[config.mk]
export PLATFORM = sky130hd
export DESIGN_NAME = byte_alu
export DESIGN_NICKNAME = d
export VERILOG_FILES = /design/src/byte_alu_pkg.sv /design/src/div_if.sv /design/src/byte_divider.sv /design/src/byte_alu.sv
export SDC_FILE = /design/constraint.sdc
export NUM_CORES = 1
export LEC_CHECK = 0
export ABC_CLOCK_PERIOD_IN_PS = 6190
export BUFFER_PORTS_ARGS = -buffer_cell sky130_fd_sc_hd__buf_2
export CAP_MARGIN = 30
export CORE_UTILIZATION = 62
export DETAILED_ROUTE_END_ITERATION = 8
export PLACE_DENSITY_LB_ADDON = 0.3
export SKIP_LAST_GASP = 1
export SLEW_MARGIN = 20
export SYNTH_ARGS = -nofsm -noshare
export SYNTH_HDL_FRONTEND = slang
export SYNTH_SLANG_ARGS = --single-unit
[constraint.sdc]
create_clock -name clk -period 6.19 [get_ports clk]
set_input_delay 0.3095 -clock clk [delete_from_list [all_inputs] [get_ports clk]]
set_output_delay 0.3095 -clock clk [all_outputs]
set_load 0.01 [all_outputs]
[src/byte_alu_pkg.sv]
// Shared constants and types of the byte ALU datapath
package byte_alu_pkg;

	// Register byte offsets on the APB
	localparam logic [11:0] OFF_CTRL   = 12'h000;
	localparam logic [11:0] OFF_DST    = 12'h004;
	localparam logic [11:0] OFF_SRC    = 12'h008;
	localparam logic [11:0] OFF_IMM    = 12'h00c;
	localparam logic [11:0] OFF_CCR    = 12'h010;
	localparam logic [11:0] OFF_STATUS = 12'h014;

	// Register select codes
	localparam logic [2:0] SEL_CTRL   = 3'h0;
	localparam logic [2:0] SEL_DST    = 3'h1;
	localparam logic [2:0] SEL_SRC    = 3'h2;
	localparam logic [2:0] SEL_IMM    = 3'h3;
	localparam logic [2:0] SEL_CCR    = 3'h4;
	localparam logic [2:0] SEL_STATUS = 3'h5;
	localparam logic [2:0] SEL_NONE   = 3'h7;

	// Control register fields
	localparam int CTRL_OP_LSB  = 0;
	localparam int CTRL_WORD    = 8;
	localparam int CTRL_USE_IMM = 9;

	// Condition code bit positions
	localparam int CCR_N = 3;
	localparam int CCR_Z = 2;
	localparam int CCR_V = 1;
	localparam int CCR_C = 0;

	// Status bit positions
	localparam int STAT_BUSY    = 0;
	localparam int STAT_ILLEGAL = 1;
	localparam int STAT_DIV_ERR = 2;

	// Reset values
	localparam logic [15:0] RST_DST  = 16'h0000;
	localparam logic [15:0] RST_SRC  = 16'h0000;
	localparam logic [7:0]  RST_IMM  = 8'h00;
	localparam logic [3:0]  RST_CCR  = 4'h0;
	localparam logic [4:0]  RST_OP   = 5'h00;

	// Divider iterations, one quotient bit each
	localparam logic [3:0] DIV_STEPS = 4'h8;

	typedef enum logic [4:0] {
		decimal_adjust_add = 5'h00,
		decimal_adjust_sub = 5'h01,
		unsigned_multiply  = 5'h02,
		unsigned_divide    = 5'h03,
		compare_op         = 5'h04,
		negate_op          = 5'h05,
		and_op             = 5'h06,
		or_op              = 5'h07,
		xor_op             = 5'h08,
		not_op             = 5'h09,
		arith_shift_left   = 5'h0a,
		arith_shift_right  = 5'h0b,
		logic_shift_left   = 5'h0c,
		logic_shift_right  = 5'h0d,
		rotate_left        = 5'h0e,
		rotate_right       = 5'h0f,
		rotate_carry_left  = 5'h10,
		rotate_carry_right = 5'h11
	} alu_op_t;

	typedef enum logic [2:0] {
		ST_IDLE   = 3'b001,
		ST_EXEC   = 3'b010,
		ST_DIVIDE = 3'b100
	} alu_state_t;

endpackage : byte_alu_pkg

[src/div_if.sv]
// Handshake between the ALU control and the iterative divider
`timescale 1ns/1ps
interface div_if;
	logic        start;
	logic [15:0] dividend;
	logic [7:0]  divisor;
	logic        done;
	logic [7:0]  quotient;
	logic [7:0]  remainder;

	modport ctrl (output start, dividend, divisor,
		input done, quotient, remainder);
	modport unit (input start, dividend, divisor,
		output done, quotient, remainder);
endinterface : div_if

[src/byte_divider.sv]
// Restoring 16 by 8 unsigned divider, one quotient bit per clock
`timescale 1ns/1ps
module byte_divider (
	// Clock and reset
	input wire logic clk,
	input wire logic rst_n,
	// Divide request and result
	div_if.unit      dv
);

	typedef struct packed {
		logic       busy;
		logic       done;
		logic [3:0] count;
		logic [8:0] part;
		logic [7:0] low;
		logic [7:0] divisor;
		logic [7:0] quot;
	} div_state_t;

	div_state_t cur_r;
	div_state_t cur_nxt;

	always_comb begin
		logic [8:0] shifted;
		shifted = 9'h000;
		cur_nxt = cur_r;
		cur_nxt.done = 1'b0;
		if (dv.start && !cur_r.busy) begin
			// Caller guarantees high byte below divisor, so 8 bits suffice
			cur_nxt.busy = 1'b1;
			cur_nxt.count = 4'h0;
			cur_nxt.part = {1'b0, dv.dividend[15:8]};
			cur_nxt.low = dv.dividend[7:0];
			cur_nxt.divisor = dv.divisor;
			cur_nxt.quot = 8'h00;
		end else if (cur_r.busy) begin
			shifted = {cur_r.part[7:0], cur_r.low[7]};
			cur_nxt.low = {cur_r.low[6:0], 1'b0};
			if (shifted >= {1'b0, cur_r.divisor}) begin
				cur_nxt.part = shifted - {1'b0, cur_r.divisor};
				cur_nxt.quot = {cur_r.quot[6:0], 1'b1};
			end else begin
				cur_nxt.part = shifted;
				cur_nxt.quot = {cur_r.quot[6:0], 1'b0};
			end
			cur_nxt.count = cur_r.count + 4'h1;
			if (cur_nxt.count == byte_alu_pkg::DIV_STEPS) begin
				cur_nxt.busy = 1'b0;
				cur_nxt.done = 1'b1;
			end
		end
	end

	always_ff @(posedge clk or negedge rst_n) begin
		if (!rst_n) begin
			cur_r <= '0;
		end else begin
			cur_r <= cur_nxt;
		end
	end

	assign dv.done = cur_r.done;
	assign dv.quotient = cur_r.quot;
	assign dv.remainder = cur_r.part[7:0];

endmodule : byte_divider

[src/byte_alu.sv]
// Byte ALU datapath with APB register access
//
// Implementation choices: the register addresses and register access over APB.
`timescale 1ns/1ps
module byte_alu (
	// Clock and reset
	input  wire logic        clk,
	input  wire logic        rst_n,
	// APB slave
	input  wire logic        psel,
	input  wire logic        penable,
	input  wire logic        pwrite,
	input  wire logic [11:0] paddr,
	input  wire logic [31:0] pwdata,
	output logic      [31:0] prdata,
	output logic             pready,
	output logic             pslverr
);

	typedef struct packed {
		byte_alu_pkg::alu_state_t state;
		logic [15:0]              dst;
		logic [15:0]              src;
		logic [7:0]               imm;
		logic [3:0]               condition_code_register;
		logic [4:0]               op;
		logic                     word;
		logic                     useImm;
		logic                     illegal;
		logic                     divErr;
		logic                     divStart;
		logic [31:0]              rdata;
	} alu_regs_t;

	alu_regs_t cur_r;
	alu_regs_t cur_nxt;

	div_if dv ();

	byte_divider u_div (
		.clk   (clk),
		.rst_n (rst_n),
		.dv    (dv)
	);

	function automatic logic [2:0] regSel(input logic [11:0] a);
		unique case (a)
			byte_alu_pkg::OFF_CTRL:   regSel = byte_alu_pkg::SEL_CTRL;
			byte_alu_pkg::OFF_DST:    regSel = byte_alu_pkg::SEL_DST;
			byte_alu_pkg::OFF_SRC:    regSel = byte_alu_pkg::SEL_SRC;
			byte_alu_pkg::OFF_IMM:    regSel = byte_alu_pkg::SEL_IMM;
			byte_alu_pkg::OFF_CCR:    regSel = byte_alu_pkg::SEL_CCR;
			byte_alu_pkg::OFF_STATUS: regSel = byte_alu_pkg::SEL_STATUS;
			default:                  regSel = byte_alu_pkg::SEL_NONE;
		endcase
	endfunction : regSel

	// Byte result flags: N and Z from value, V and C given
	function automatic logic [3:0] flagsOf(input logic [7:0] r,
		input logic v, input logic c);
		flagsOf = {r[7], (r == 8'h00), v, c};
	endfunction : flagsOf

	logic       access;
	logic       setup;
	logic [2:0] sel;

	assign access = psel && penable;
	assign setup = psel && !penable;
	assign sel = regSel(paddr);

	always_comb begin
		logic [7:0]  a;
		logic [7:0]  b;
		logic [8:0]  diff;
		logic [16:0] wdiff;
		logic [7:0]  res;
		logic [7:0]  adj;
		logic        cOld;
		logic        cNew;
		logic        busy;
		a = cur_r.dst[7:0];
		b = cur_r.useImm ? cur_r.imm : cur_r.src[7:0];
		diff = 9'h000;
		wdiff = 17'h00000;
		res = 8'h00;
		adj = 8'h00;
		cOld = cur_r.condition_code_register[byte_alu_pkg::CCR_C];
		cNew = 1'b0;
		busy = (cur_r.state != byte_alu_pkg::ST_IDLE);
		cur_nxt = cur_r;
		cur_nxt.divStart = 1'b0;

		// Read data is captured in the setup cycle, ready in the access phase
		if (setup && !pwrite) begin
			unique case (sel)
				byte_alu_pkg::SEL_CTRL: cur_nxt.rdata = {22'h000000,
					cur_r.useImm, cur_r.word, 3'h0, cur_r.op};
				byte_alu_pkg::SEL_DST:  cur_nxt.rdata = {16'h0000, cur_r.dst};
				byte_alu_pkg::SEL_SRC:  cur_nxt.rdata = {16'h0000, cur_r.src};
				byte_alu_pkg::SEL_IMM:  cur_nxt.rdata = {24'h000000, cur_r.imm};
				byte_alu_pkg::SEL_CCR:  cur_nxt.rdata = {28'h0000000, cur_r.condition_code_register};
				byte_alu_pkg::SEL_STATUS: cur_nxt.rdata = {29'h00000000,
					cur_r.divErr, cur_r.illegal, busy};
				default: cur_nxt.rdata = 32'h00000000;
			endcase
		end

		// Writes while an operation runs are dropped to keep operands stable
		if (access && pwrite && !busy) begin
			unique case (sel)
				byte_alu_pkg::SEL_CTRL: begin
					cur_nxt.op = pwdata[byte_alu_pkg::CTRL_OP_LSB +: 5];
					cur_nxt.word = pwdata[byte_alu_pkg::CTRL_WORD];
					cur_nxt.useImm = pwdata[byte_alu_pkg::CTRL_USE_IMM];
					cur_nxt.illegal = 1'b0;
					cur_nxt.divErr = 1'b0;
					cur_nxt.state = byte_alu_pkg::ST_EXEC;
				end
				byte_alu_pkg::SEL_DST: cur_nxt.dst = pwdata[15:0];
				byte_alu_pkg::SEL_SRC: cur_nxt.src = pwdata[15:0];
				byte_alu_pkg::SEL_IMM: cur_nxt.imm = pwdata[7:0];
				byte_alu_pkg::SEL_CCR: cur_nxt.condition_code_register = pwdata[3:0];
				default: ;
			endcase
		end

		unique case (cur_r.state)
			byte_alu_pkg::ST_IDLE: ;
			byte_alu_pkg::ST_EXEC: begin
				cur_nxt.state = byte_alu_pkg::ST_IDLE;
				unique case (cur_r.op)
					byte_alu_pkg::decimal_adjust_add: begin
						adj = 8'h00;
						cNew = cOld;
						if (a[3:0] > 4'h9) adj[3:0] = 4'h6;
						if (cOld || a > 8'h99) begin
							adj[7:4] = 4'h6;
							cNew = 1'b1;
						end
						res = a + adj;
						cur_nxt.dst[7:0] = res;
						cur_nxt.condition_code_register = flagsOf(res, 1'b0, cNew);
					end
					byte_alu_pkg::decimal_adjust_sub: begin
						// Without a half-carry, the low digit is judged by value
						adj = 8'h00;
						if (a[3:0] > 4'h9) adj[3:0] = 4'h6;
						if (cOld) adj[7:4] = 4'h6;
						res = a - adj;
						cur_nxt.dst[7:0] = res;
						cur_nxt.condition_code_register = flagsOf(res, 1'b0, cOld);
					end
					byte_alu_pkg::unsigned_multiply: begin
						// Widen first so the product keeps its high byte
						cur_nxt.dst = {8'h00, a} * {8'h00, cur_r.src[7:0]};
					end
					byte_alu_pkg::unsigned_divide: begin
						// Zero divisor or quotient above 8 bits leaves Rd as is
						if (cur_r.dst[15:8] >= cur_r.src[7:0]) begin
							cur_nxt.divErr = 1'b1;
							cur_nxt.condition_code_register[byte_alu_pkg::CCR_V] = 1'b1;
						end else begin
							cur_nxt.divStart = 1'b1;
							cur_nxt.state = byte_alu_pkg::ST_DIVIDE;
						end
					end
					byte_alu_pkg::compare_op: begin
						if (cur_r.word && cur_r.useImm) begin
							cur_nxt.illegal = 1'b1;
						end else if (cur_r.word) begin
							wdiff = {1'b0, cur_r.dst} - {1'b0, cur_r.src};
							cur_nxt.condition_code_register = {wdiff[15], (wdiff[15:0] == 16'h0000),
								(cur_r.dst[15] != cur_r.src[15]) &&
								(wdiff[15] != cur_r.dst[15]),
								wdiff[16]};
						end else begin
							diff = {1'b0, a} - {1'b0, b};
							cur_nxt.condition_code_register = flagsOf(diff[7:0],
								(a[7] != b[7]) && (diff[7] != a[7]),
								diff[8]);
						end
					end
					byte_alu_pkg::negate_op: begin
						res = 8'h00 - a;
						cur_nxt.dst[7:0] = res;
						cur_nxt.condition_code_register = flagsOf(res, (a == 8'h80), (a != 8'h00));
					end
					byte_alu_pkg::and_op, byte_alu_pkg::or_op,
					byte_alu_pkg::xor_op, byte_alu_pkg::not_op: begin
						if (cur_r.op == byte_alu_pkg::and_op) res = a & b;
						else if (cur_r.op == byte_alu_pkg::or_op) res = a | b;
						else if (cur_r.op == byte_alu_pkg::xor_op) res = a ^ b;
						else res = ~a;
						cur_nxt.dst[7:0] = res;
						cur_nxt.condition_code_register = flagsOf(res, 1'b0, cOld);
					end
					byte_alu_pkg::arith_shift_left: begin
						res = {a[6:0], 1'b0};
						cur_nxt.dst[7:0] = res;
						cur_nxt.condition_code_register = flagsOf(res, a[7] ^ a[6], a[7]);
					end
					byte_alu_pkg::arith_shift_right: begin
						res = {a[7], a[7:1]};
						cur_nxt.dst[7:0] = res;
						cur_nxt.condition_code_register = flagsOf(res, 1'b0, a[0]);
					end
					byte_alu_pkg::logic_shift_left: begin
						res = {a[6:0], 1'b0};
						cur_nxt.dst[7:0] = res;
						cur_nxt.condition_code_register = flagsOf(res, 1'b0, a[7]);
					end
					byte_alu_pkg::logic_shift_right: begin
						res = {1'b0, a[7:1]};
						cur_nxt.dst[7:0] = res;
						cur_nxt.condition_code_register = flagsOf(res, 1'b0, a[0]);
					end
					byte_alu_pkg::rotate_left: begin
						res = {a[6:0], a[7]};
						cur_nxt.dst[7:0] = res;
						cur_nxt.condition_code_register = flagsOf(res, 1'b0, a[7]);
					end
					byte_alu_pkg::rotate_right: begin
						res = {a[0], a[7:1]};
						cur_nxt.dst[7:0] = res;
						cur_nxt.condition_code_register = flagsOf(res, 1'b0, a[0]);
					end
					byte_alu_pkg::rotate_carry_left: begin
						res = {a[6:0], cOld};
						cur_nxt.dst[7:0] = res;
						cur_nxt.condition_code_register = flagsOf(res, 1'b0, a[7]);
					end
					byte_alu_pkg::rotate_carry_right: begin
						res = {cOld, a[7:1]};
						cur_nxt.dst[7:0] = res;
						cur_nxt.condition_code_register = flagsOf(res, 1'b0, a[0]);
					end
					default: cur_nxt.illegal = 1'b1;
				endcase
			end
			byte_alu_pkg::ST_DIVIDE: begin
				if (dv.done) begin
					cur_nxt.dst = {dv.remainder, dv.quotient};
					cur_nxt.condition_code_register = flagsOf(dv.quotient, 1'b0, cOld);
					cur_nxt.state = byte_alu_pkg::ST_IDLE;
				end
			end
			default: cur_nxt.state = byte_alu_pkg::ST_IDLE;
		endcase
	end

	always_ff @(posedge clk or negedge rst_n) begin
		if (!rst_n) begin
			cur_r.state <= byte_alu_pkg::ST_IDLE;
			cur_r.dst <= byte_alu_pkg::RST_DST;
			cur_r.src <= byte_alu_pkg::RST_SRC;
			cur_r.imm <= byte_alu_pkg::RST_IMM;
			cur_r.condition_code_register <= byte_alu_pkg::RST_CCR;
			cur_r.op <= byte_alu_pkg::RST_OP;
			cur_r.word <= 1'b0;
			cur_r.useImm <= 1'b0;
			cur_r.illegal <= 1'b0;
			cur_r.divErr <= 1'b0;
			cur_r.divStart <= 1'b0;
			cur_r.rdata <= 32'h00000000;
		end else begin
			cur_r <= cur_nxt;
		end
	end

	// Divisor is the source byte; dividend is the full destination word
	assign dv.start = cur_r.divStart;
	assign dv.dividend = cur_r.dst;
	assign dv.divisor = cur_r.src[7:0];

	// Zero-wait slave: read data was latched in the setup cycle
	assign pready = 1'b1;
	assign pslverr = access && (sel == byte_alu_pkg::SEL_NONE);
	assign prdata = cur_r.rdata;

endmodule : byte_alu

# --- Word level (Yosys, flattened, before mapping) ---
# Cells that the tools add are included.
totals:
  register_bits: 127
  latch_bits: 0
  ramBits: 0
  romBits: 0
  in_bits: 49
  out_inout_bits: 34
  wordCells: 182
  mem_count: 0
op_classes:
  n_addsub: 7
  multipliers: 1
  div: 0
  order_cmp: 4
  n_eq_ne: 42
  shift: 0
  mux: 57
  bitwise_logic: 5
  reduce_logical: 45
op_table:
  columns: ["operator", "count"]
  rows:
  - ["$pmux W16 S6", 1]
  - ["$pmux W8 S12", 1]
  - ["$logic_not A8 Y1", 11]
  - ["$mux W8", 10]
  - ["$mux W56", 1]
  - ["$mux W4", 12]
  - ["$eq A5 B4 Y1 const B", 8]
  - ["$mux W16", 2]
  - ["$pmux W16 S2", 1]
  - ["$eq A12 B4 Y1 const B", 2]
  - ["$eq A12 B5 Y1 const B", 2]
  - ["$pmux W2 S12", 1]
  - ["$mux W23", 1]
  - ["$mux W21", 1]
  - ["$mux W3", 7]
  - ["$eq A5 B3 Y1 const B", 4]
  - ["$mux W19", 1]
  - ["$mux W9", 2]
  - ["$pmux W3 S6", 1]
  - ["$reduce_or A17 Y1", 1]
  - ["$sub A16 B16 Y17", 1]
  - ["$logic_not A16 Y1", 1]
  - ["$mul A8 B8 Y16", 1]
  - ["$logic_not A7 Y1", 2]
  - ["49 further kinds", 86]

# --- Longest topological paths before layout ---
# Gate-level depths: netlist of the first run.
depth:
  word_depth: 10
  mapped_depth: 19

# --- Hierarchy ---
# Synthesis of the first run repeated with hierarchy kept, for this count alone.
hier_totals:
  hier_cells: 1380
  hier_area_um2: 11538.6
modules_own_cells:
  columns: ["mod", "instances", "cells_per_inst", "area_each_um2", "seq_area_each_um2"]
  rows:
  - ["byte_alu", 1, 1162, 9364.0, 1828.0]
  - ["byte_divider", 1, 218, 2174.6, 950.9]

# --- Worst setup path before layout of the first run ---
# Ideal clock, no wire load.
synth_timing:
  kind: "register -> register"
  start: "reg cur_r (netlist bit dv.dividend[3])"
  end: "reg cur_r (netlist bit dv.dividend[15])"
  setup_ps: 140
  t_arrival_ps: 4750
  required_time_ps: 6050
  slack_ps: 1300
  stages_incl_launch_ff: 19
  path_buffers: 3
  cell_sequence: "dfrtp_1 > buf_6 > clkbuf_1 > clkbuf_1 > nand2_1 > fa_1 > fa_1 > inv_1 > fa_1 > inv_1 > fa_1 > inv_1 > ha_1 > a2111oi_0 > nor2_1 > a41oi_1 > a21oi_1 > xnor2_1 > o221ai_1"
synth_lines:
  columns: ["item", "line_no", "source"]
  rows:
  - ["start: declaration", "byte_alu.sv:35", "alu_regs_t cur_r;"]
  - ["start signal: assignment", "byte_alu.sv:267", "cur_r <= cur_nxt;"]

==> metrics.md, run 1 <==
| Metric | Value |
|---|---|
| Final HPWL DP | 23900 um |
| Layout Nets | approximately 1500 |
| Placed Area | approximately 0.011 mm^2 |
| Mux cell area share after synthesis | 0.0705 |
| Avg WL per Cell | approximately 21 um |
| Tot Pwr | ~0.0014 W |
| Sequential fraction of the synthesis area | 0.252 |
| Post-Synth XOR/XNOR Area | 0.0310 |
| Worst setup startpoint | cur_r[57] |
| Max frequency | around 190 MHz |
| Status | complete, no violations |
| Tightest Pin Transition | 0.951 ns |
| Hold_buf cts | 0 |
| Initial core utilization | 0.635 |
| Worst clock skew | between 0.006 and 0.007 ns |
| M3 GR Usage | 0.0602 |
| Cells on worst reg2reg path | 16 |
| Worst path required time | around 6.4 ns |
| Compound-Gate Fraction of Synth Area | 0.192 |
| CTS tree | yes |
| Post-CTS Setup Bufs | 0 |
| Full die area | ~0.018 mm^2 |
| Multi-input combinational cell area | roughly 0.0074 mm^2 |
| Antenna Cells | 0 |
| CTS Sinks | 111 |
| Gpl congestion | between 0.9 and 1 |
| GRT overflow | 0 |
| Crit path DAT | 5.50 ns |
| Later-pin clock latency in the skew report | between 0.3 and 0.4 ns |
| Initial DRC Count | slightly below 900 |
| Vias in the first global route | 9235 |
| Commonest non-fill, non-tap cell in the layout | nand2_1 |
| Largest net degree at the start of global routing | 61 |
| Core region area | around 0.017 mm^2 |
| Leakage | approximately 5.5 nW |
| CP Max Fanout | 10 |
| Final hold violation count | 0 |
| Max-Cap Viols | 0 |
| Yosys warns | 0 |
| Reg area | 0.00278 mm^2 |
| Post-Layout Inst Area | about 0.012 mm^2 |
| Finished Core Util | 0.667 |
| Setup-failing EPs final | 0 |
| Number of remaining DRC errors | 0 |
| Drt first pass iters | 6 |
| Met1 GRT Util | 0.470 |
| Avg Cell Area, Syn | between 8 and 9 um^2 |
| Most frequent cells in the layout | nand2_1 (120), ha_1 (116), dfrtp_1 (110), inv_1 (105), nor2_1 (99) |
| Pwr/cell area | 120 mW/mm^2 |
| H-tree Lvls | 3 |
| Final ANT Viol Nets | 0 |
| Critical R2R Launch | cur_r[57] |
| Die width | around 140 um |
| CTS max path bufs | 2 |
| Nature of the critical path startpoint | register |
| Via density | 6.43 |
| Post-Synth Simple-Gate Area | 0.168 |
| Cell row count | 48 |
| RSZ-0062 raised after global routing | no |
| Number of synthesized flops with an enable pin | 0 |
| Largest family of logic cells by synthesized area | adder cells |
| GRT Total Usage | 0.360 |
| First-pass GRT wire length | roughly 50000 um |
| Peak VDD IR | ~0.17 mV |
| Setup TNS Final | 0 ns |
| Routed WL | roughly 32000 um |
| Root Buffer | clkbuf_16 |
| Slew Limit Fails | 0 |
| Area of the mapped netlist | between 0.01 and 0.015 mm^2 |
| Asr flop ratio synth | 1.00 |
| Initial antenna violation count | 0 |
| Setup crit end kind | register |
| Fin crit share | 0.852 |
| Top_reg_cell synth | dfrtp_1 |
| Max transition margin | 0.358 |
| Worst-path clk slew | approximately 0.080 ns |
| Worst min path class | in -> async |
| Fill count | around 1400 |
| Number of synthesized register bits | between 100 and 150 |
| Via count | between 9000 and 10000 |
| Tmin final | 5.27 ns |
| Setup CP Type | reg -> reg |
| Gate count of the mapped netlist | 1265 |
| GR peak layer | met2 |
| Met2 Use GR | 0.569 |
| Yosys cell types | 89 |
| Port bufs | 49 |
| Cts repair resizes | 0 |
| Adder-Cell Fraction of Synth Area | 0.201 |
| Ratio of cells with drive above 1 in the final layout | 0.113 |
| Die span in y | 135 um |
| Area grow syn2layout | 4.95% |
| I/O pin cnt | 83 |
| TritonCTS buffer count | 9 |
## per-stage QoR
stage          hold WS [ns]  worst slack, ns  std cells
4_1_cts              0.0426            0.961       1501
3_3_place_gp          0.418             1.01       1483
6_report            0.00136            0.919       1503
3_5_place_dp          0.423            0.985       1485
5_1_grt              0.0758            0.708       1503
2_1_floorplan        0.0139             1.30       1280
## state kept, by name (all words and copies together), names as in the netlist
| register | count |
|---|---|
| dv.start | 1 |
| prdata | 16 |
| cur_r | 40 |
| u_div.dv.done | 1 |
| u_div.dv.quotient | 8 |
| u_div.cur_r | 21 |
| dv.dividend | 16 |
| u_div.dv.remainder | 8 |
## logic make-up after synthesis
family / after synthesis
AOI/OAI and AO/OA: 311
xor gates and xnor gates: 39
adders and majority gates: 154
buffers and inverters: 201
DFF: 111
muxes: 73
other: 2
and+or+nand+nor: 374
## routing by layer
metal	wire, um	vias to the layer above
met4	1640	0
met2	14700	436
met5	0	-
li1	-	4458
met1	13000	4674
met3	2440	90
## synthesized netlist by cell type, types with 11 or more instances
master	instances	area share
nand2_1	120	0.041
ha_1	116	0.13
dfrtp_1	110	0.25
inv_1	105	0.036
nor2_1	99	0.034
a21oi_1	66	0.030
o21ai_0	62	0.028
fa_1	38	0.069
buf_4	36	0.025
mux2i_1	36	0.033
clkbuf_1	30	0.010
mux2_2	29	0.030
nor3_1	25	0.011
xnor2_1	24	0.019
nand3_1	19	0.0086
a21o_1	17	0.012
a211oi_1	16	0.011
nor2b_1	15	0.0085
xor2_1	15	0.012
a22oi_1	13	0.0089
nand4_1	13	0.0074
a31oi_1	12	0.0068
a22o_1	11	0.0087
buf_2	11	0.0050
## worst paths after layout
| path | slack, ns | endpoint |
|---|---|---|
| max | 0.92 | dv.dividend[13] |
| min | 0.001 | prdata[2] |
| max reg2reg | 0.92 | dv.dividend[13] |
| min reg2reg | 0.48 | prdata[3] |
| max in group asynchronous | 5.00 | u_div.cur_r[20] |
| min in group clk | 0.21 | cur_r[36] |
## critical path, stage by stage, from the launching register on
cell and delay (ns):
dfrtp_1 0.50, clkinv_1 0.49, nor2_1 0.29, fa_1 0.46
fa_1 0.47, fa_1 0.54, inv_1 0.05, fa_1 0.54
inv_1 0.06, ha_1 0.33, or2_2 0.32, a21oi_1 0.14
nor2_1 0.07, a41oi_1 0.30, nand2b_1 0.11, xnor2_1 0.33
o221ai_1 0.15
## cell type report
type / count / area share
Clock inverter: 7 / 0.00714
Sequential cell: 111 / 0.240
Clock buffer: 9 / 0.0195
Inverter: 115 / 0.0373
Tap cell: 225 / 0.0243
Multi-Input combinational cell: 968 / 0.637
Timing Repair Buffer: 68 / 0.0347
## report_power, final
part	switching (W)	internal, W	total (W)	leakage (nW)
clock	0.000287	0.000320	0.000607	0.153
sequential	0.00000163	0.000725	0.000727	1.43
combinational	0.0000446	0.0000154	0.0000600	3.93
total	0.000333	0.00106	0.00139	5.52
No activity file was read; power rests on OpenSTA's default activity.
==> inputs of run 2 (changes only) <==
--- a/config.mk
+++ b/config.mk
@@ -12,7 +12,6 @@
 export DETAILED_ROUTE_END_ITERATION = 8
 export PLACE_DENSITY_LB_ADDON = 0.3
 export SKIP_LAST_GASP = 1
-export SLEW_MARGIN = 20
 export SYNTH_ARGS = -nofsm -noshare
 export SYNTH_HDL_FRONTEND = slang
 export SYNTH_SLANG_ARGS = --single-unit
==> constraint.sdc (replaced) <==
create_clock -name clk -period 6.19 [get_ports clk]
set_input_delay 0.3095 -clock clk [delete_from_list [all_inputs] [get_ports clk]]
set_output_delay 0.3095 -clock clk [all_outputs]
set_load 0.05 [all_outputs]
==> run 2 against run 1 <==
Compared with the run above: clock skew is 0.0044 ns higher; hold slack better by 0.0050 ns; final cell count is 0.13% lower; total power is 1.3% higher; combinational power is 31% higher; global-route usage is 0.064 points lower; register-to-register slack worse by 0.03 ns; via count is 0.50% higher; largest power group unchanged.
==> metrics.md, run 2 (synthesis gave the netlist of run 1 again) <==
| Metric | Value |
|---|---|
| Fin crit share | 0.857 |
| Worst min path class | in -> async |
| Non-Filler Instances | 1501 |
| Most frequent cells in the layout | nand2_1 (120), ha_1 (116), dfrtp_1 (110), inv_1 (105), nor2_1 (99) |
| Top delay family on crit path | adder cells |
| Area grow syn2layout | 4.82% |
| Vias in the first global route | approximately 9200 |
| Post-CTS Setup Bufs | 0 |
| Initial core utilization | 0.635 |
| Worst-path clk slew | 0.08 ns |
| Fill count | between 1000 and 1500 |
| Max frequency | 189 MHz |
| Tightest Pin Transition | 1.04 ns |
| Peak VDD IR | 0.153 mV |
| Largest net degree at the start of global routing | 61 |
| Later-pin clock latency in the skew report | approximately 0.36 ns |
| Via density | 6.47 |
| Tmin final | between 5 and 6 ns |
| Initial antenna violation count | 0 |
| H-tree Lvls | 3 |
| Hold_buf cts | 0 |
| Worst path bufs/invs | 3 |
| Final ANT Viol Nets | 0 |
| Routed WL | 32000 um |
| Max-Cap Viols | 0 |
| Final HPWL DP | between 20000 and 25000 um |
| Worst path required time | ~6.4 ns |
| Layout Nets | around 1500 |
| GRT Total Usage | 0.359 |
| Ratio of cells with drive above 1 in the final layout | 0.111 |
| Antenna Cells | 0 |
| Avg WL per Cell | roughly 21 um |
| Final hold violation count | 0 |
| CTS max path bufs | 2 |
| RSZ-0062 raised after global routing | no |
| Max transition margin | 0.298 |
| Setup TNS Final | 0 ns |
| Setup-failing EPs final | 0 |
| Commonest non-fill, non-tap cell in the layout | nand2_1 |
| CP Max Fanout | 10 |
| Setup CP Type | reg -> reg |
| Number of remaining DRC errors | 0 |
| Cell row count | 48 |
| First-pass GRT wire length | ~50000 um |
| CTS tree | yes |
| Crit path top cell by count | fa_1 |
| Drt first pass iters | 6 |
| Crit path DAT | ~5.5 ns |
| TritonCTS buffer count | 9 |
| Die width | 135 um |
| Die span in y | about 140 um |
| Leakage | approximately 5.5 nW |
| CTS Sinks | roughly 110 |
| Slew Limit Fails | 0 |
| Pwr/cell area | 122 mW/mm^2 |
| Nature of the critical path startpoint | register |
| Port bufs | 49 |
| Cts repair resizes | 0 |
| Crit path depth | 16 |
| Placed cell count | 1485 |
| Root Buffer | clkbuf_16 |
| Cells on worst reg2reg path | 16 |
| Worst clock skew | between 0.01 and 0.015 ns |
| Maximum single-stage delay on the critical path | about 0.55 ns |
| Cell breakdown of the critical path | clkinv_1 -> nor2_1 -> fa_1 -> fa_1 -> fa_1 -> inv_1 -> fa_1 -> inv_1 -> ha_1 -> or2_2 -> a21oi_1 -> nor2_1 -> a41oi_1 -> nand2b_1 -> xnor2_1 -> o221ai_1 |
| GRT overflow | 0 |
| Full die area | between 0.015 and 0.02 mm^2 |
| Biggest regs | cur_r x40, u_div.cur_r x21 |
| Setup crit end kind | register |
| Gpl congestion | 0.999 |
| Crit-path slowest cell | fa_1 |
| Largest Register | cur_r |
| Initial DRC Count | about 1000 |
| Via count | between 9000 and 10000 |
| Status | complete, no violations |
| Core region area | 0.0174 mm^2 |
| Number of flip-flops in the largest register | 40 |
| I/O pin cnt | between 80 and 90 |
-- run 2: cell count changes in the layout (fill, tap and decap cells not counted), sizes merged --
cell,previous run,this run
buf,68,67
clkinv,11,10
-- run 2: worst register-to-register path, cell delays in order, from the launching register on --
cell and delay (ns):
dfrtp_1 0.50, clkinv_1 0.49, nor2_1 0.30, fa_1 0.46, fa_1 0.47, fa_1 0.54
inv_1 0.05, fa_1 0.55, inv_1 0.06, ha_1 0.33, or2_2 0.32, a21oi_1 0.15
nor2_1 0.07, a41oi_1 0.30, nand2b_1 0.11, xnor2_1 0.33, o221ai_1 0.15
-- run 2: cell type report --
| cell class | count | area, um^2 | area share |
|---|---|---|---|
| multi-input combinational | 968 | 7370 | 0.638 |
| sequential | 111 | 2780 | 0.240 |
| inverter | 115 | 432 | 0.0374 |
| timing repair buffer | 67 | 390 | 0.0338 |
| tap | 225 | 282 | 0.0244 |
| clock buffer | 9 | 225 | 0.0195 |
| clock inverter | 6 | 80.1 | 0.00693 |
-- run 2: path summary, 6_finish.rpt --
| kind | slack [ns] | start | endpoint |
|---|---|---|---|
| max | 0.89 | cur_r[57] | dv.dividend[13] |
| min | 0.006 | rst_n | prdata[2] |
| max reg2reg | 0.89 | cur_r[57] | dv.dividend[13] |
| min reg2reg | 0.48 | prdata[6] | prdata[6] |
| max in group asynchronous | 5.00 | rst_n | u_div.cur_r[22] |
| min in group clk | 0.21 | pwdata[14] | cur_r[68] |
-- run 2: layer usage --
layer	global-route usage	wire length, um	vias up
met4	0.170	1620	0
met2	0.577	14700	476
met5	0	0	-
li1	-	-	4459
met3	0.0527	2620	108
met1	0.476	13000	4663
-- run 2: where the power goes --
| group | switching, W | total [W] | leakage, nW | internal (W) |
|---|---|---|---|---|
| Clock | 0.000286 | 0.000606 | 0.151 | 0.000320 |
| Combinational | 0.0000632 | 0.0000787 | 3.92 | 0.0000154 |
| Sequential | 0.00000165 | 0.000727 | 1.43 | 0.000725 |
-- run 2: through the flow --
| step | setup slack, ns | total power (W) | hold slack [ns] | instance area (um^2) | util |
|---|---|---|---|---|---|
| floorplan | 1.30 | 0.000790 | 0.0139 | 11100 | - |
| global placement | 1.01 | 0.000818 | 0.418 | 11200 | 0.646 |
| CTS | 0.954 | 0.00141 | 0.0463 | 11500 | 0.665 |
| detailed placement | 0.970 | 0.000819 | 0.423 | 11200 | 0.648 |
| finish | 0.885 | 0.00141 | 0.00634 | 11600 | 0.666 |
| global route | 0.696 | 0.00144 | 0.0837 | 11600 | 0.666 |
==> inputs of run 3 (changes only) <==
--- a/config.mk
+++ b/config.mk
@@ -11,6 +11,7 @@
 export CORE_UTILIZATION = 62
 export DETAILED_ROUTE_END_ITERATION = 8
 export PLACE_DENSITY_LB_ADDON = 0.3
+export REMOVE_ABC_BUFFERS = 1
 export SKIP_LAST_GASP = 1
 export SYNTH_ARGS = -nofsm -noshare
 export SYNTH_HDL_FRONTEND = slang
==> run 3 against run 2 <==
Compared with the run above: first-iteration DRC count shrank 17%; routed wire length shrank 2.7%; sequential power about the same; die area stayed put; worst setup slack gained 0.078 ns; critical path depth unchanged; critical path type unchanged; critical endpoint unchanged.
==> metrics.md, run 3 (synthesis gave the netlist of run 1 again) <==
| Metric | Value |
|---|---|
| Tightest Pin Transition | slightly below 1 ns |
| M3 GR Usage | 0.0759 |
| Tot Pwr | ~0.0014 W |
| H-tree Lvls | 3 |
| Fill count | about 1500 |
| Peak VDD IR | between 0.1 and 0.15 mV |
| Final hold violation count | 0 |
| CP Max Fanout | 10 |
| Via count | between 9000 and 10000 |
| Root Buffer | clkbuf_16 |
| Largest net degree at the start of global routing | 72 |
| Via density | between 6 and 7 |
| Core region area | ~0.017 mm^2 |
| Setup CP Type | reg -> reg |
| First-pass GRT wire length | roughly 49000 um |
| Die span in y | roughly 140 um |
| Initial antenna violation count | 0 |
| Final HPWL DP | around 23000 um |
| Slew Limit Fails | 0 |
| GR peak layer | met2 |
| Post-Layout Inst Area | between 0.01 and 0.015 mm^2 |
| Worst min path class | in -> reg |
| Met1 GRT Util | 0.453 |
| Hold Startpoint | pwdata[14] |
| Area grow syn2layout | 5.18% |
| Largest Register | cur_r |
| Worst clock skew | ~0.018 ns |
| Final ANT Viol Nets | 0 |
| CTS tree | yes |
| Max frequency | roughly 190 MHz |
| Number of remaining DRC errors | 0 |
| Max-Cap Viols | 0 |
| I/O pin cnt | 83 |
| Fin crit share | 0.844 |
| R2r endpoint | dv.dividend[13] |
| Setup-failing EPs final | 0 |
| Avg WL per Cell | approximately 21 um |
| Antenna Cells | 0 |
| Later-pin clock latency in the skew report | about 0.36 ns |
| Setup ws final | slightly below 1 ns |
| Status | complete, no violations |
| Number of flip-flops in the largest register | 40 |
| Fin Hold WS | between 0.2 and 0.25 ns |
| Biggest regs | cur_r x40, u_div.cur_r x21 |
| Setup TNS Final | 0 ns |
| Vias in the first global route | roughly 9000 |
| Nature of the critical path startpoint | register |
| Initial DRC Count | 865 |
| Tmin final | about 5.2 ns |
| Layout Nets | between 1000 and 1500 |
| Pwr/cell area | between 100 and 150 mW/mm^2 |
| Routed WL | approximately 31000 um |
| Worst R2R Setup Slack | between 0.9 and 1 ns |
| Full die area | approximately 0.018 mm^2 |
| Max transition margin | 0.360 |
| RSZ-0062 raised after global routing | no |
| Setup crit end kind | register |
| Cell row count | 48 |
| Commonest non-fill, non-tap cell in the layout | nand2_1 |
| Met2 Use GR | 0.549 |
| Ratio of cells with drive above 1 in the final layout | 0.113 |
| Cts repair resizes | 0 |
| WHS Endpoint | cur_r[68] |
| Hold Path Stages | 2 |
| GRT Total Usage | 0.349 |
| Pre-CTS setup slack | between 0.9 and 1 ns |
| Worst path required time | between 6 and 7 ns |
| Cells on worst reg2reg path | 16 |
| TritonCTS buffer count | 9 |
| Port bufs | between 40 and 50 |
| Leakage | around 5.5 nW |
| Crit path DAT | approximately 5.5 ns |
| Initial core utilization | 0.635 |
| GRT overflow | 0 |
| Placed Area | 0.0113 mm^2 |
| Critical R2R Launch | cur_r[57] |
| Die width | between 100 and 150 um |
| Drt first pass iters | 5 |
| Most frequent cells in the layout | nand2_1 (120), ha_1 (116), dfrtp_1 (110), inv_1 (105), nor2_1 (99) |
| Worst-path clk slew | about 0.080 ns |
| Gpl congestion | just over 1 |
| CTS max path bufs | 2 |
| CTS Sinks | approximately 110 |
-- run 3: metrics by stage --
stage	utilization	cells
global route	0.668	1505
CTS	0.668	1504
floorplan	-	1194
detailed placement	0.649	1487
finish	0.668	1505
global placement	0.647	1485
-- run 3: worst max-delay path by stage --
stage | from | endpoint | slack, ns | cells after the start
after global routing | cur_r[57] | dv.dividend[13] | 0.68 | 16
after detailed placement | cur_r[57] | dv.dividend[15] | 0.99 | 16
final | cur_r[57] | dv.dividend[13] | 0.96 | 16
after CTS | cur_r[57] | dv.dividend[15] | 0.97 | 16
after floorplan | dv.dividend[2] | dv.dividend[15] | 1.27 | 16
after global placement | cur_r[57] | dv.dividend[13] | 1.08 | 16
-- run 3: layout make-up --
class | instances | area (um^2) | area share
Sequential cell | 111 | 2780 | 0.240
Multi-Input combinational cell | 968 | 7370 | 0.635
Timing Repair Buffer | 70 | 419 | 0.0362
Clock buffer | 9 | 225 | 0.0194
Inverter | 115 | 432 | 0.0372
Clock inverter | 7 | 90.1 | 0.00777
Tap cell | 225 | 282 | 0.0243
-- run 3: what timing repair did --
item                                   4_1_cts  5_1_grt
hold buffers                                 1        0
buffers inserted                             0        0
setup endpoints to repair                    0        0
endpoints found under the hold margin       39        0
-- run 3: critical path, cell delays in order, from the launching register on --
cell and delay, ns:
dfrtp_1 0.51, clkinv_1 0.48, nor2_1 0.29, fa_1 0.45, fa_1 0.48, fa_1 0.55
inv_1 0.06, fa_1 0.53, inv_1 0.04, ha_1 0.32, or2_2 0.32, a21oi_1 0.14
nor2_1 0.08, a41oi_1 0.30, nand2b_1 0.11, xnor2_1 0.25, o221ai_1 0.16
-- run 3: power breakdown --
part,total [W],internal [W],switching [W]
Combinational,0.0000773,0.0000158,0.0000615
Clock,0.000621,0.000324,0.000297
Sequential,0.000727,0.000725,0.00000166
-- run 3: layer usage --
metal	wire, um	part of all wire
met2	14100	0.45
met3	2930	0.094
met5	0	0
met1	12700	0.41
met4	1410	0.045
